===== config.mk =====
export PLATFORM = sky130hd
export DESIGN_NAME = cio_port_top
export DESIGN_NICKNAME = d
export VERILOG_FILES = /design/src/hw/cio_pin_drv.v /design/src/hw/cio_port_top.v
export VERILOG_INCLUDE_DIRS = /design/src /design/src/hw
export SDC_FILE = /design/constraint.sdc
export NUM_CORES = 1
export LEC_CHECK = 0
export BUFFER_PORTS_ARGS = -buffer_cell sky130_fd_sc_hd__buf_2
export CAP_MARGIN = 20
export CORE_MARGIN = 5
export CORE_UTILIZATION = 40
export CTS_CLUSTER_DIAMETER = 40
export DETAILED_ROUTE_END_ITERATION = 12
export PLACE_DENSITY = 0.67
export RECOVER_POWER = 50
export SETUP_SLACK_MARGIN = 0.02
export SLEW_MARGIN = 20
export SYNTH_ARGS = -nofsm -noshare
export SYNTH_HDL_FRONTEND = slang
export SYNTH_SLANG_ARGS = --single-unit

===== constraint.sdc =====
create_clock -name clk -period 9.6 [get_ports clk]
set_input_delay 0.96 -clock clk [delete_from_list [all_inputs] [get_ports clk]]
set_output_delay 0.96 -clock clk [all_outputs]
set_load 0.05 [all_outputs]

===== src/hw/cio_consts.vh =====
// Purpose: Constants for the configurable I/O port driver.
// Assumes: Included by the design files of the block.
// Notes: Definitions only.
`ifndef CIO_CONSTS_VH
`define CIO_CONSTS_VH
// -----------------------------------------------------------------
// Register byte addresses
// -----------------------------------------------------------------
`define CIO_ADDR_P0_MODE_A 8'h00
`define CIO_ADDR_P0_MODE_B 8'h04
`define CIO_ADDR_P1_MODE_A 8'h08
`define CIO_ADDR_P1_MODE_B 8'h0C
`define CIO_ADDR_P2_MODE_A 8'h10
`define CIO_ADDR_P2_MODE_B 8'h14
`define CIO_ADDR_LATCH0 8'h18
`define CIO_ADDR_LATCH1 8'h1C
`define CIO_ADDR_LATCH2 8'h20
`define CIO_ADDR_PIN0 8'h24
`define CIO_ADDR_PIN1 8'h28
`define CIO_ADDR_PIN2 8'h2C
// -----------------------------------------------------------------
// Field positions and widths
// -----------------------------------------------------------------
`define CIO_NPORT 3
`define CIO_PW 8
`define CIO_NPIN 24
`define CIO_P2_SCHMITT_P2 7
`define CIO_P2_SCHMITT_P1 6
`define CIO_P2_SCHMITT_P0 5
`define CIO_P2_CLKOUT_EN 4
`define CIO_P2_RSVD 3
`define CIO_P2_T0_TOGGLE_EN 2
`define CIO_PIN_P1_OD_A 10
`define CIO_PIN_P1_OD_B 11
`define CIO_PIN_P1_RST 13
`define CIO_PIN_P2_XA 16
`define CIO_PIN_P2_XB 17
// -----------------------------------------------------------------
// Modes, reset values and timing
// -----------------------------------------------------------------
`define CIO_MODE_QUASI 2'b00
`define CIO_MODE_PUSH 2'b01
`define CIO_MODE_INPUT 2'b10
`define CIO_MODE_OPEN 2'b11
`define CIO_REG_RST 8'h00
`define CIO_LATCH_HI 8'hFF
`define CIO_LATCH_LO 8'h00
`define CIO_STRONG_NS 80
`define CIO_CLK_NS 40
`define CIO_STRONG_CYC ((`CIO_STRONG_NS + `CIO_CLK_NS - 1) / `CIO_CLK_NS)
`endif


===== src/hw/cio_pin_drv.v =====
// Purpose: Driver control for one port pin.
// Assumes: Mode, latch and pin level all on the clk domain.
// Notes: Strong pull-up pulse counter is per pin.
`include "cio_consts.vh"
module cio_pin_drv (
  // Clock and reset.
  input wire clk,
  input wire sys_rst,
  // Pin controls.
  input wire [1:0] mode,
  input wire latch,
  input wire pin_level,
  input wire disabled,
  // Driver outputs.
  output reg pu_very_weak_q,
  output reg pu_weak_q,
  output reg pu_strong_q,
  output reg pd_q
);
  reg latch_prev_q;
  reg [1:0] strong_cnt_q;
  wire rise;
  wire quasi;
  wire [31:0] strong_full;
  wire [1:0] strong_len;

  // The pulse length is worked out as a 32-bit count; two bits are enough to hold it.
  assign strong_full = `CIO_STRONG_CYC;
  assign strong_len = strong_full[1:0];
  assign rise = latch & ~latch_prev_q;
  assign quasi = (mode == `CIO_MODE_QUASI);

  // Pulse counter restarts on every zero-to-one latch change while the pin is in quasi mode.
  always @(posedge clk or posedge sys_rst) begin
    if (sys_rst) begin
      latch_prev_q <= 1'b0;
      strong_cnt_q <= 2'b00;
    end else begin
      latch_prev_q <= latch;
      if (rise && quasi) begin
        strong_cnt_q <= strong_len - 2'd1;
      end else if (strong_cnt_q != 2'b00) begin
        strong_cnt_q <= strong_cnt_q - 2'd1;
      end
    end
  end

  // Driver controls update on the edge after any change.
  always @(posedge clk or posedge sys_rst) begin
    if (sys_rst) begin
      pu_very_weak_q <= 1'b0;
      pu_weak_q <= 1'b0;
      pu_strong_q <= 1'b0;
      pd_q <= 1'b0;
    end else if (disabled) begin
      pu_very_weak_q <= 1'b0;
      pu_weak_q <= 1'b0;
      pu_strong_q <= 1'b0;
      pd_q <= 1'b0;
    end else begin
      pu_very_weak_q <= quasi & latch;
      pu_weak_q <= quasi & latch & pin_level;
      pu_strong_q <= (quasi & rise) | (quasi & latch & (strong_cnt_q != 2'b00))
                   | ((mode == `CIO_MODE_PUSH) & latch);
      pd_q <= (mode != `CIO_MODE_INPUT) & ~latch;
    end
  end
endmodule // cio_pin_drv


===== src/hw/cio_port_top.v =====
// Purpose: Three-port configurable I/O driver with an AHB-Lite register slave.
// Assumes: Single 25 MHz clock; pad level arrives asynchronously.
// Notes: Driver controls are registered; pads resolve them outside.
`include "cio_consts.vh"
module cio_port_top (
  // Clock and reset.
  input wire clk,
  input wire sys_rst,
  // Configuration straps.
  input wire port_reset_level_high,
  input wire crystal_osc_sel,
  input wire internal_reset_sel,
  input wire rc_or_ext_clk_sel,
  // AHB-Lite slave.
  input wire hsel,
  input wire [31:0] haddr,
  input wire [1:0] htrans,
  input wire hwrite,
  input wire [2:0] hsize,
  input wire hready,
  input wire [31:0] hwdata,
  output wire [31:0] hrdata,
  output wire hreadyout,
  output wire hresp,
  // Pads.
  input wire [23:0] pad_in,
  output wire [23:0] pu_very_weak,
  output wire [23:0] pu_weak,
  output wire [23:0] pu_strong,
  output wire [23:0] pull_down,
  output wire [23:0] schmitt_en,
  output wire [23:0] input_en,
  // Side functions.
  output wire t0_toggle_out_en,
  output wire clk_out_en
);
  // -----------------------------------------------------------------
  // Registers
  // -----------------------------------------------------------------
  reg [7:0] mode_a_q [0:2];
  reg [7:0] mode_b_q [0:2];
  reg [7:0] latch_q [0:2];
  reg [23:0] sync1_q, sync2_q, sync3_q, pin_q;
  reg [31:0] rdata_q;
  reg wr_pend_q;
  reg [7:0] wr_addr_q;
  reg rst_hi_q;
  reg rst_seen_q;
  wire [7:0] p2_a;
  wire addr_ok;
  integer i;

  assign hreadyout = 1'b1;
  assign hresp = 1'b0;
  assign hrdata = rdata_q;
  assign p2_a = mode_a_q[2];
  assign t0_toggle_out_en = p2_a[`CIO_P2_T0_TOGGLE_EN];
  assign clk_out_en = p2_a[`CIO_P2_CLKOUT_EN] & rc_or_ext_clk_sel;

  // Pad input: three flops, accepted once stages two and three agree.
  always @(posedge clk or posedge sys_rst) begin
    if (sys_rst) begin
      sync1_q <= 24'h0000_00;
      sync2_q <= 24'h0000_00;
      sync3_q <= 24'h0000_00;
      pin_q <= 24'h0000_00;
    end else begin
      sync1_q <= pad_in;
      sync2_q <= sync1_q;
      sync3_q <= sync2_q;
      for (i = 0; i < `CIO_NPIN; i = i + 1) begin
        if (sync2_q[i] == sync3_q[i]) begin
          pin_q[i] <= sync3_q[i];
        end
      end
    end
  end

  // Reset level strap is caught by a clocked process after release.
  always @(posedge clk or posedge sys_rst) begin
    if (sys_rst) begin
      rst_seen_q <= 1'b0;
      rst_hi_q <= 1'b0;
    end else if (!rst_seen_q) begin
      rst_seen_q <= 1'b1;
      rst_hi_q <= port_reset_level_high;
    end
  end

  // -----------------------------------------------------------------
  // AHB-Lite register slave
  // -----------------------------------------------------------------
  // Zero wait states: writes land at the data phase edge, reads answer there.
  assign addr_ok = (haddr[7:0] <= `CIO_ADDR_PIN2) && (haddr[1:0] == 2'b00);

  always @(posedge clk or posedge sys_rst) begin
    if (sys_rst) begin
      wr_pend_q <= 1'b0;
      wr_addr_q <= 8'h00;
      rdata_q <= 32'h0000_0000;
    end else begin
      wr_pend_q <= 1'b0;
      if (hsel && hready && htrans[1]) begin
        wr_pend_q <= hwrite;
        wr_addr_q <= haddr[7:0];
        rdata_q <= 32'h0000_0000;
        if (!hwrite && addr_ok) begin
          case (haddr[7:0])
            `CIO_ADDR_P0_MODE_A: rdata_q[7:0] <= mode_a_q[0];
            `CIO_ADDR_P0_MODE_B: rdata_q[7:0] <= mode_b_q[0];
            `CIO_ADDR_P1_MODE_A: rdata_q[7:0] <= mode_a_q[1];
            `CIO_ADDR_P1_MODE_B: rdata_q[7:0] <= mode_b_q[1];
            `CIO_ADDR_P2_MODE_A: rdata_q[7:0] <= mode_a_q[2];
            `CIO_ADDR_P2_MODE_B: rdata_q[7:0] <= mode_b_q[2];
            `CIO_ADDR_LATCH0: rdata_q[7:0] <= latch_q[0];
            `CIO_ADDR_LATCH1: rdata_q[7:0] <= latch_q[1];
            `CIO_ADDR_LATCH2: rdata_q[7:0] <= latch_q[2];
            `CIO_ADDR_PIN0: rdata_q[7:0] <= pin_q[7:0] & input_en[7:0];
            `CIO_ADDR_PIN1: rdata_q[7:0] <= pin_q[15:8] & input_en[15:8];
            `CIO_ADDR_PIN2: rdata_q[7:0] <= pin_q[23:16] & input_en[23:16];
            default: rdata_q <= 32'h0000_0000;
          endcase
        end
      end
    end
  end

  // Register writes; reset gives quasi mode and low latches, and the strapped latch level is loaded on the first edge after release.
  always @(posedge clk or posedge sys_rst) begin
    if (sys_rst) begin
      for (i = 0; i < `CIO_NPORT; i = i + 1) begin
        mode_a_q[i] <= `CIO_REG_RST;
        mode_b_q[i] <= `CIO_REG_RST;
        latch_q[i] <= `CIO_LATCH_LO;
      end
    end else if (!rst_seen_q) begin
      for (i = 0; i < `CIO_NPORT; i = i + 1) begin
        latch_q[i] <= port_reset_level_high ? `CIO_LATCH_HI : `CIO_LATCH_LO;
      end
    end else if (wr_pend_q) begin
      case (wr_addr_q)
        `CIO_ADDR_P0_MODE_A: mode_a_q[0] <= hwdata[7:0];
        `CIO_ADDR_P0_MODE_B: mode_b_q[0] <= hwdata[7:0];
        `CIO_ADDR_P1_MODE_A: mode_a_q[1] <= hwdata[7:0];
        `CIO_ADDR_P1_MODE_B: mode_b_q[1] <= hwdata[7:0];
        `CIO_ADDR_P2_MODE_A: begin
          mode_a_q[2] <= hwdata[7:0];
          mode_a_q[2][`CIO_P2_RSVD] <= 1'b0;
        end
        `CIO_ADDR_P2_MODE_B: mode_b_q[2] <= hwdata[7:0];
        `CIO_ADDR_LATCH0: latch_q[0] <= hwdata[7:0];
        `CIO_ADDR_LATCH1: latch_q[1] <= hwdata[7:0];
        `CIO_ADDR_LATCH2: latch_q[2] <= hwdata[7:0];
        default: latch_q[0] <= latch_q[0];
      endcase
    end
  end

  // -----------------------------------------------------------------
  // Per-pin drivers
  // -----------------------------------------------------------------
  genvar g;
  generate
    for (g = 0; g < `CIO_NPIN; g = g + 1) begin : g_pin
      wire fixed_od;
      wire rst_pin;
      wire xtal_pin;
      wire [1:0] pin_mode;
      wire [7:0] ma;
      wire [7:0] mb;
      wire [7:0] lt;
      wire [7:0] sch;
      assign ma = mode_a_q[g / `CIO_PW];
      assign mb = mode_b_q[g / `CIO_PW];
      assign lt = latch_q[g / `CIO_PW];
      assign sch = {5'b00000, p2_a[`CIO_P2_SCHMITT_P2], p2_a[`CIO_P2_SCHMITT_P1],
                    p2_a[`CIO_P2_SCHMITT_P0]};
      assign fixed_od = (g == `CIO_PIN_P1_OD_A) || (g == `CIO_PIN_P1_OD_B);
      assign rst_pin = (g == `CIO_PIN_P1_RST);
      assign xtal_pin = (g == `CIO_PIN_P2_XA) || (g == `CIO_PIN_P2_XB);
      // Fixed pins override mode bits; the reset pin never drives.
      assign pin_mode = fixed_od ? `CIO_MODE_OPEN :
                        rst_pin ? `CIO_MODE_INPUT :
                        {ma[g % `CIO_PW], mb[g % `CIO_PW]};
      // Reset pin only reads when reset is internal; crystal pins do not read while crystal_osc_sel is set.
      assign input_en[g] = ~(xtal_pin & crystal_osc_sel) &
                           ~(rst_pin & ~internal_reset_sel);
      assign schmitt_en[g] = fixed_od | rst_pin | sch[g / `CIO_PW];

      cio_pin_drv u_drv (
        .clk(clk),
        .sys_rst(sys_rst),
        .mode(pin_mode),
        .latch(lt[g % `CIO_PW]),
        .pin_level(pin_q[g]),
        .disabled(xtal_pin & crystal_osc_sel),
        .pu_very_weak_q(pu_very_weak[g]),
        .pu_weak_q(pu_weak[g]),
        .pu_strong_q(pu_strong[g]),
        .pd_q(pull_down[g])
      );
    end
  endgenerate
endmodule // cio_port_top


==> run metrics, run 1 <==
WS Path Type in -> async; Netlist Area Pre-Place 13900 µm²; port bufs 169; DRC Markers 0; final setup vio count 0; status finished with violations; critical path's slowest cell clkbuf_2; setup slack after layout 4.99 ns; main area contributors after synthesis dfrtp_1 60%, buf_4 9.1%, nor2_1 2.5%, inv_1 2.4%, a31oi_1 2.0%; layout cell share with drive strength beyond 1 23.2%; Iter 0 DRT Violations 426; GP Congestion 0.749; register clock-pin slew on the reported worst setup and hold paths roughly 0.05 ns; Ys Warns 0; Peak VDD IR between 0.15 and 0.2 mV; leak pwr around 7.9 nW; initial antenna violation count 3; Worst Skew between 0.015 and 0.02 ns; Worst Path Required 9.24 ns; flops & latches, synth around 330; Core Rows 68; layout net count between 1000 and 1500; delay-heaviest family, CP buffers and inverters; post-synth top area share between 60% and 70%; GRT Residual Overflow 0; routed wire length 30100 µm; crit path DAT 4.24 ns; vias in the first global route 8596; hpwl dp slightly below 20000 µm; DR vias 8358; # placed instances ~1700; Yosys top cell by area dfrtp_1; worst-path fanout max 176; Design Area, Final 16000 µm²; Area Overhead vs Synth 15.0%; Die Y around 200 µm; deepest level of the CTS H-tree 2; Initial Util approximately two fifths; max incr delay on CP 2.86 ns; Final Util 46.5%; CTS tree built; count of cell types in the netlist 53; GR Util All Layers 15.7%; failing checks max-capacitance violations, max-slew violations; final non-filler cell total 1769; EDFF count, synth 0; CP startpoint kind input pin; critical path cell sequence clkbuf_1 -> clkinvlp_4 -> clkbuf_2; CTS Buffer Depth 3; Cell Area, Placed 14200 µm²; clk_lat worst skew 0.56 ns; TritonCTS buffer count 49; PostCTS Resize Cnt 0; largest net degree at the start of global routing about 180; syn avg cell area ~12 µm²; Fillers 3096; Worst Setup End Kind asynchronous set/reset pin; Max Clk Rate 217 MHz; WL/cell 17.0 µm; post-synthesis sequential area ratio roughly three fifths; asr flop ratio synth 100%; worst rel slew slack -190%; Slew @ Worst Pin 4.34 ns; DRT Pass-1 Iters 5; Max-Cap Viols 1; pre-CTS setup slack 6.66 ns; vias per cell 4.72; fin crit share 48.0%; CORE AREA approximately 34000 µm²; DIE AREA 38700 µm²; Post-CTS Hold Buffers 0; die width 197 µm; top_reg_cell synth dfrtp_1; Clock Tree Root clkbuf_16; final-report max-slew violation count 177; top-level port count 282; power per cell area 280 nW/µm²; first-pass GRT wire length 47800 µm; endpoints failing hold 0; Buf+Inv Stages, Crit Path 3; post-route ant nets 0; Synth Instances 1181; Fin Setup TNS 0 ns; Final min period approximately 4.6 ns; RSZ-0062 raised after global routing no; number of setup buffers added after CTS 0; clk sink count between 300 and 400; Min-Delay Path Class reg -> reg
-- synth_stat cells, types with 3 or more instances --
cell type,n
dfrtp_1,334
buf_4,169
nor2_1,93
inv_1,88
nand2_1,61
a21oi_1,45
a31oi_1,45
nand2b_1,41
o21ai_0,34
mux2_1,25
maj3_1,24
and2_1,23
mux2_2,23
ha_1,21
xor2_1,21
nand3_1,16
buf_2,13
mux2i_1,13
clkbuf_1,9
mux4_2,9
nor3_1,9
and3_1,6
a22oi_1,5
nor3b_1,5
o21ai_1,5
o22ai_1,4
a211oi_1,3
nor3_2,3
-- routing by layer --
metal	vias to the layer above	track usage [%]	routed length (µm)
met4	4	6.52	963
met5	-	0	19
met2	233	25.0	14400
met3	75	4.03	1950
met1	4146	20.6	12800
li1	3900	-	-
-- kinds of logic (layout without fill, tap and decap cells) --
kind of cell,count (synthesis),in the layout,synth area share (%)
xor gates and xnor gates,21,21,1.32
buffers and inverters,282,355,12.4
adders and majority gates,45,45,3.61
other,2,62,0.0539
and+or+nand+nor,273,273,9.77
muxes,70,70,6.27
AOI/OAI and AO/OA,154,154,6.59
DFF,334,334,60.0
-- where the power goes --
part	internal, mW	switching [mW]
clock network	1.24	0.678
logic	0.278	0.556
registers	1.61	0.125
total	3.13	1.36
-- metrics by stage --
| stage | hold slack, ns | total power [mW] |
|---|---|---|
| final | 0.343 | 4.49 |
| after global routing | 0.343 | 4.74 |
| after CTS | 0.345 | 4.55 |
| after detailed placement | 0.336 | 2.60 |
| after global placement | 0.331 | 2.55 |
| after floorplan | 0.331 | 2.48 |
-- placed cells by master, fill, tap and decap left out, types with 13 or more instances in the layout --
cell type,synthesis,final
o21ai_0,34,34
and2_0,0,15
nand2b_1,41,41
dfrtp_1,334,334
ha_1,21,21
a21oi_1,45,45
nand3_1,16,16
nor2_1,93,93
conb_1,2,61
mux2_2,23,23
buf_2,13,167
xor2_1,21,21
mux2_1,25,25
a31oi_1,45,45
clkbuf_16,0,49
inv_1,88,87
nand2_1,61,61
mux2i_1,13,13
maj3_1,24,24
-- layout make-up --
type,count,area (µm²),area share (%)
Antenna cell,1,2.50,0.0156
Clock inverter,36,512,3.20
Tap cell,455,569,3.55
Inverter,88,334,2.09
Clock buffer,55,1270,7.92
Multi-Input combinational cell,624,4070,25.4
Sequential cell,334,8360,52.2
Timing Repair Buffer,176,901,5.63
-- flip-flops by register name (all words and copies together), names as in the netlist --
register / flops
g_pin.u_drv.pu_very_weak_q: 21
sync2_q: 24
g_pin.u_drv.latch_prev_q: 21
g_pin.ma: 23
g_pin.mb: 24
wr_pend_q: 1
hrdata: 8
g_pin.u_drv.pu_strong_q: 21
g_pin.u_drv.strong_cnt_q: 42
sync3_q: 24
wr_addr_q: 8
rst_seen_q: 1
sync1_q: 24
pin_q: 24
g_pin.u_drv.pu_weak_q: 21
g_pin.lt: 24
g_pin.u_drv.pd_q: 23
-- final timing paths --
check	start	to	slack (ns)	depth (start not counted)
worst min-delay path	sync1_q[11]	sync2_q[11]	0.34	0
worst max register to register	rst_seen_q	g_pin[10].mb[1]	7.25	3
min in group asynchronous	sys_rst	sync1_q[21]	1.98	3
worst max-delay path	sys_rst	sync1_q[10]	4.99	3
max in group clk	crystal_osc_sel	input_en[16]	6.93	3
worst min register to register	sync1_q[11]	sync2_q[11]	0.34	0
-- worst register-to-register path, stage by stage (launching register included) --
cell and delay, ns:
dfrtp_1 0.85, nand3_1 0.28, nand2b_1 0.60, mux2_1 0.51
Power figures use the tool's default switching activity.
==> inputs of run 2 (changes only) <==
==> constraint.sdc (replaced) <==
create_clock -name clk -period 3.9 [get_ports clk]
set_input_delay 0.39 -clock clk [delete_from_list [all_inputs] [get_ports clk]]
set_output_delay 0.39 -clock clk [all_outputs]
set_load 0.05 [all_outputs]
==> run 2 against run 1 <==
The flow now finishes without violations. Flip-flop and latch count did not move. Clock skew decreased by 0.0051 ns. Final area grew 1.4%. Routed wire length about the same. Sequential share of layout area down 0.73 points. Hold slack worse by 0.25 ns. First-iteration DRC count down 13%. Register-to-register slack got worse by 5.5 ns. Critical path depth increased by 1. Global-route usage is 0.24 points lower. Core utilization up 0.66 points. Critical endpoint is now g_pin[18].u_drv.strong_cnt_q[1]. Largest power group unchanged.
==> run metrics, run 2 (same netlist as run 1, synthesis figures left out) <==
Max Clk Rate 394 MHz; Fin Setup TNS 0 ns; PostCTS Resize Cnt 0; Core Rows 68; max incr delay on CP 1.17 ns; WL/cell between 15 and 20 µm; port bufs 169; register clock-pin slew on the reported worst setup and hold paths 0.06 ns; first-pass GRT wire length 47400 µm; Worst Setup End Kind asynchronous set/reset pin; routed wire length 30100 µm; status finished, final reports clean; final-report max-slew violation count 0; WS Path Type in -> async; DR vias 8439; Worst Skew about 0.012 ns; most common cell after layout, fill and taps aside dfrtp_1; Max-Cap Viols 0; total chip power 10.8 mW; Area Overhead vs Synth 16.6%; crit path DAT 2.95 ns; top-level port count 282; number of setup buffers added after CTS 0; vias in the first global route between 8000 and 9000; CTS tree built; hpwl dp 20300 µm; Slew @ Worst Pin 1.41 ns; n_diodes 0; Most flops, register g_pin.u_drv.strong_cnt_q; worst-path fanout max 103; layout net count 1425; vias per cell approximately 4.7; end of the worst hold path wr_pend_q; critical path's slowest cell clkbuf_4; Buf+Inv Stages, Crit Path 4; power per cell area 667 nW/µm²; Min-Delay Path Class in -> reg; GRT Residual Overflow 0; DRC Markers 0; leading cell types in the layout, fill and taps excluded 334 x dfrtp_1, 164 x buf_2, 93 x nor2_1; Iter 0 DRT Violations about 370; worst rel slew slack 5.93%; delay-heaviest family, CP buffers and inverters; Clock Tree Root clkbuf_16; DIE AREA 38700 µm²; GP Congestion just under 0.8; Hold Path Stages 2; fin crit share between 60 and 70%; endpoints failing hold 0; die width about 200 µm; min-delay src hwrite; layout cell share with drive strength beyond 1 22.9%; max FFs per register 42; clk sink count 334; worst r2r src wr_addr_q[5]; TritonCTS buffer count 50; Die Y approximately 200 µm; DRT Pass-1 Iters 5; r2r setup slk 1.76 ns; worst hold slack 0.0928 ns; leak pwr 7.95 nW; Worst Path Required 4.32 ns; RR Endpoint g_pin[0].lt[5]; GR Util All Layers 15.4%; deepest level of the CTS H-tree 2; initial antenna violation count 2; RSZ-0062 raised after global routing no; final setup vio count 0; critical path cell sequence dlygate4sd3_1 -> clkbuf_1 -> clkinvlp_2 -> clkbuf_4; clk_lat worst skew 0.55 ns; CTS Buffer Depth 3; Final min period 2.54 ns; worst r2r path cells 5; CORE AREA roughly 34000 µm²; CP startpoint kind input pin; largest net degree at the start of global routing 114; Initial Util 40.4%; Peak VDD IR 0.342 mV; post-route ant nets 0
## run 2: final cells by class
class                           count  area (µm²)
Fill cell                        3115       18200
Sequential cell                   334        8360
Multi-Input combinational cell    624        4070
Clock buffer                       57        1330
Timing Repair Buffer              204        1190
Tap cell                          455         569
Clock inverter                     36         394
Inverter                           88         332
## run 2: worst max-delay path by stage
stage	start	endpoint	slack [ns]	cells past startpoint
after CTS	wr_addr_q[5]	g_pin[0].lt[3]	1.77	4
after global routing	sys_rst	g_pin[18].u_drv.strong_cnt_q[1]	0.90	4
final	sys_rst	g_pin[18].u_drv.strong_cnt_q[1]	1.36	4
after detailed placement	haddr[2]	hrdata[5]	1.62	5
after global placement	haddr[2]	hrdata[5]	1.61	5
after floorplan	sys_rst	g_pin[0].lt[0]	-0.95	1
## run 2: layer usage
metal	global-route usage [%]	routed length (µm)	share of wire (%)
met1	20.1	12800	43
met3	4.07	1940	6.4
met4	4.11	533	1.8
met5	0	19	0.063
met2	25.8	14800	49
## run 2: stage by stage
stage	setup slack [ns]	utilization (%)	area (µm²)	instances
3_5_place_dp	1.62	41.5	14300	1680
6_report	1.36	47.1	16200	1798
5_1_grt	0.902	47.1	16200	1798
4_1_cts	1.77	47.2	16300	1798
2_1_floorplan	-0.953	-	14200	1240
3_3_place_gp	1.61	41.5	14300	1680
## run 2: report_power, final
group          switching [mW]  total (mW)  internal [mW]
Clock                    1.76        4.49           2.73
Sequential              0.308        4.27           3.96
Combinational            1.38        2.08          0.705
Total                    3.45        10.8           7.39
## run 2: repair_timing
action	in CTS	in global routing
setup endpoints to repair	0	0
hold buffers	25	0
endpoints found under the hold margin	42	0
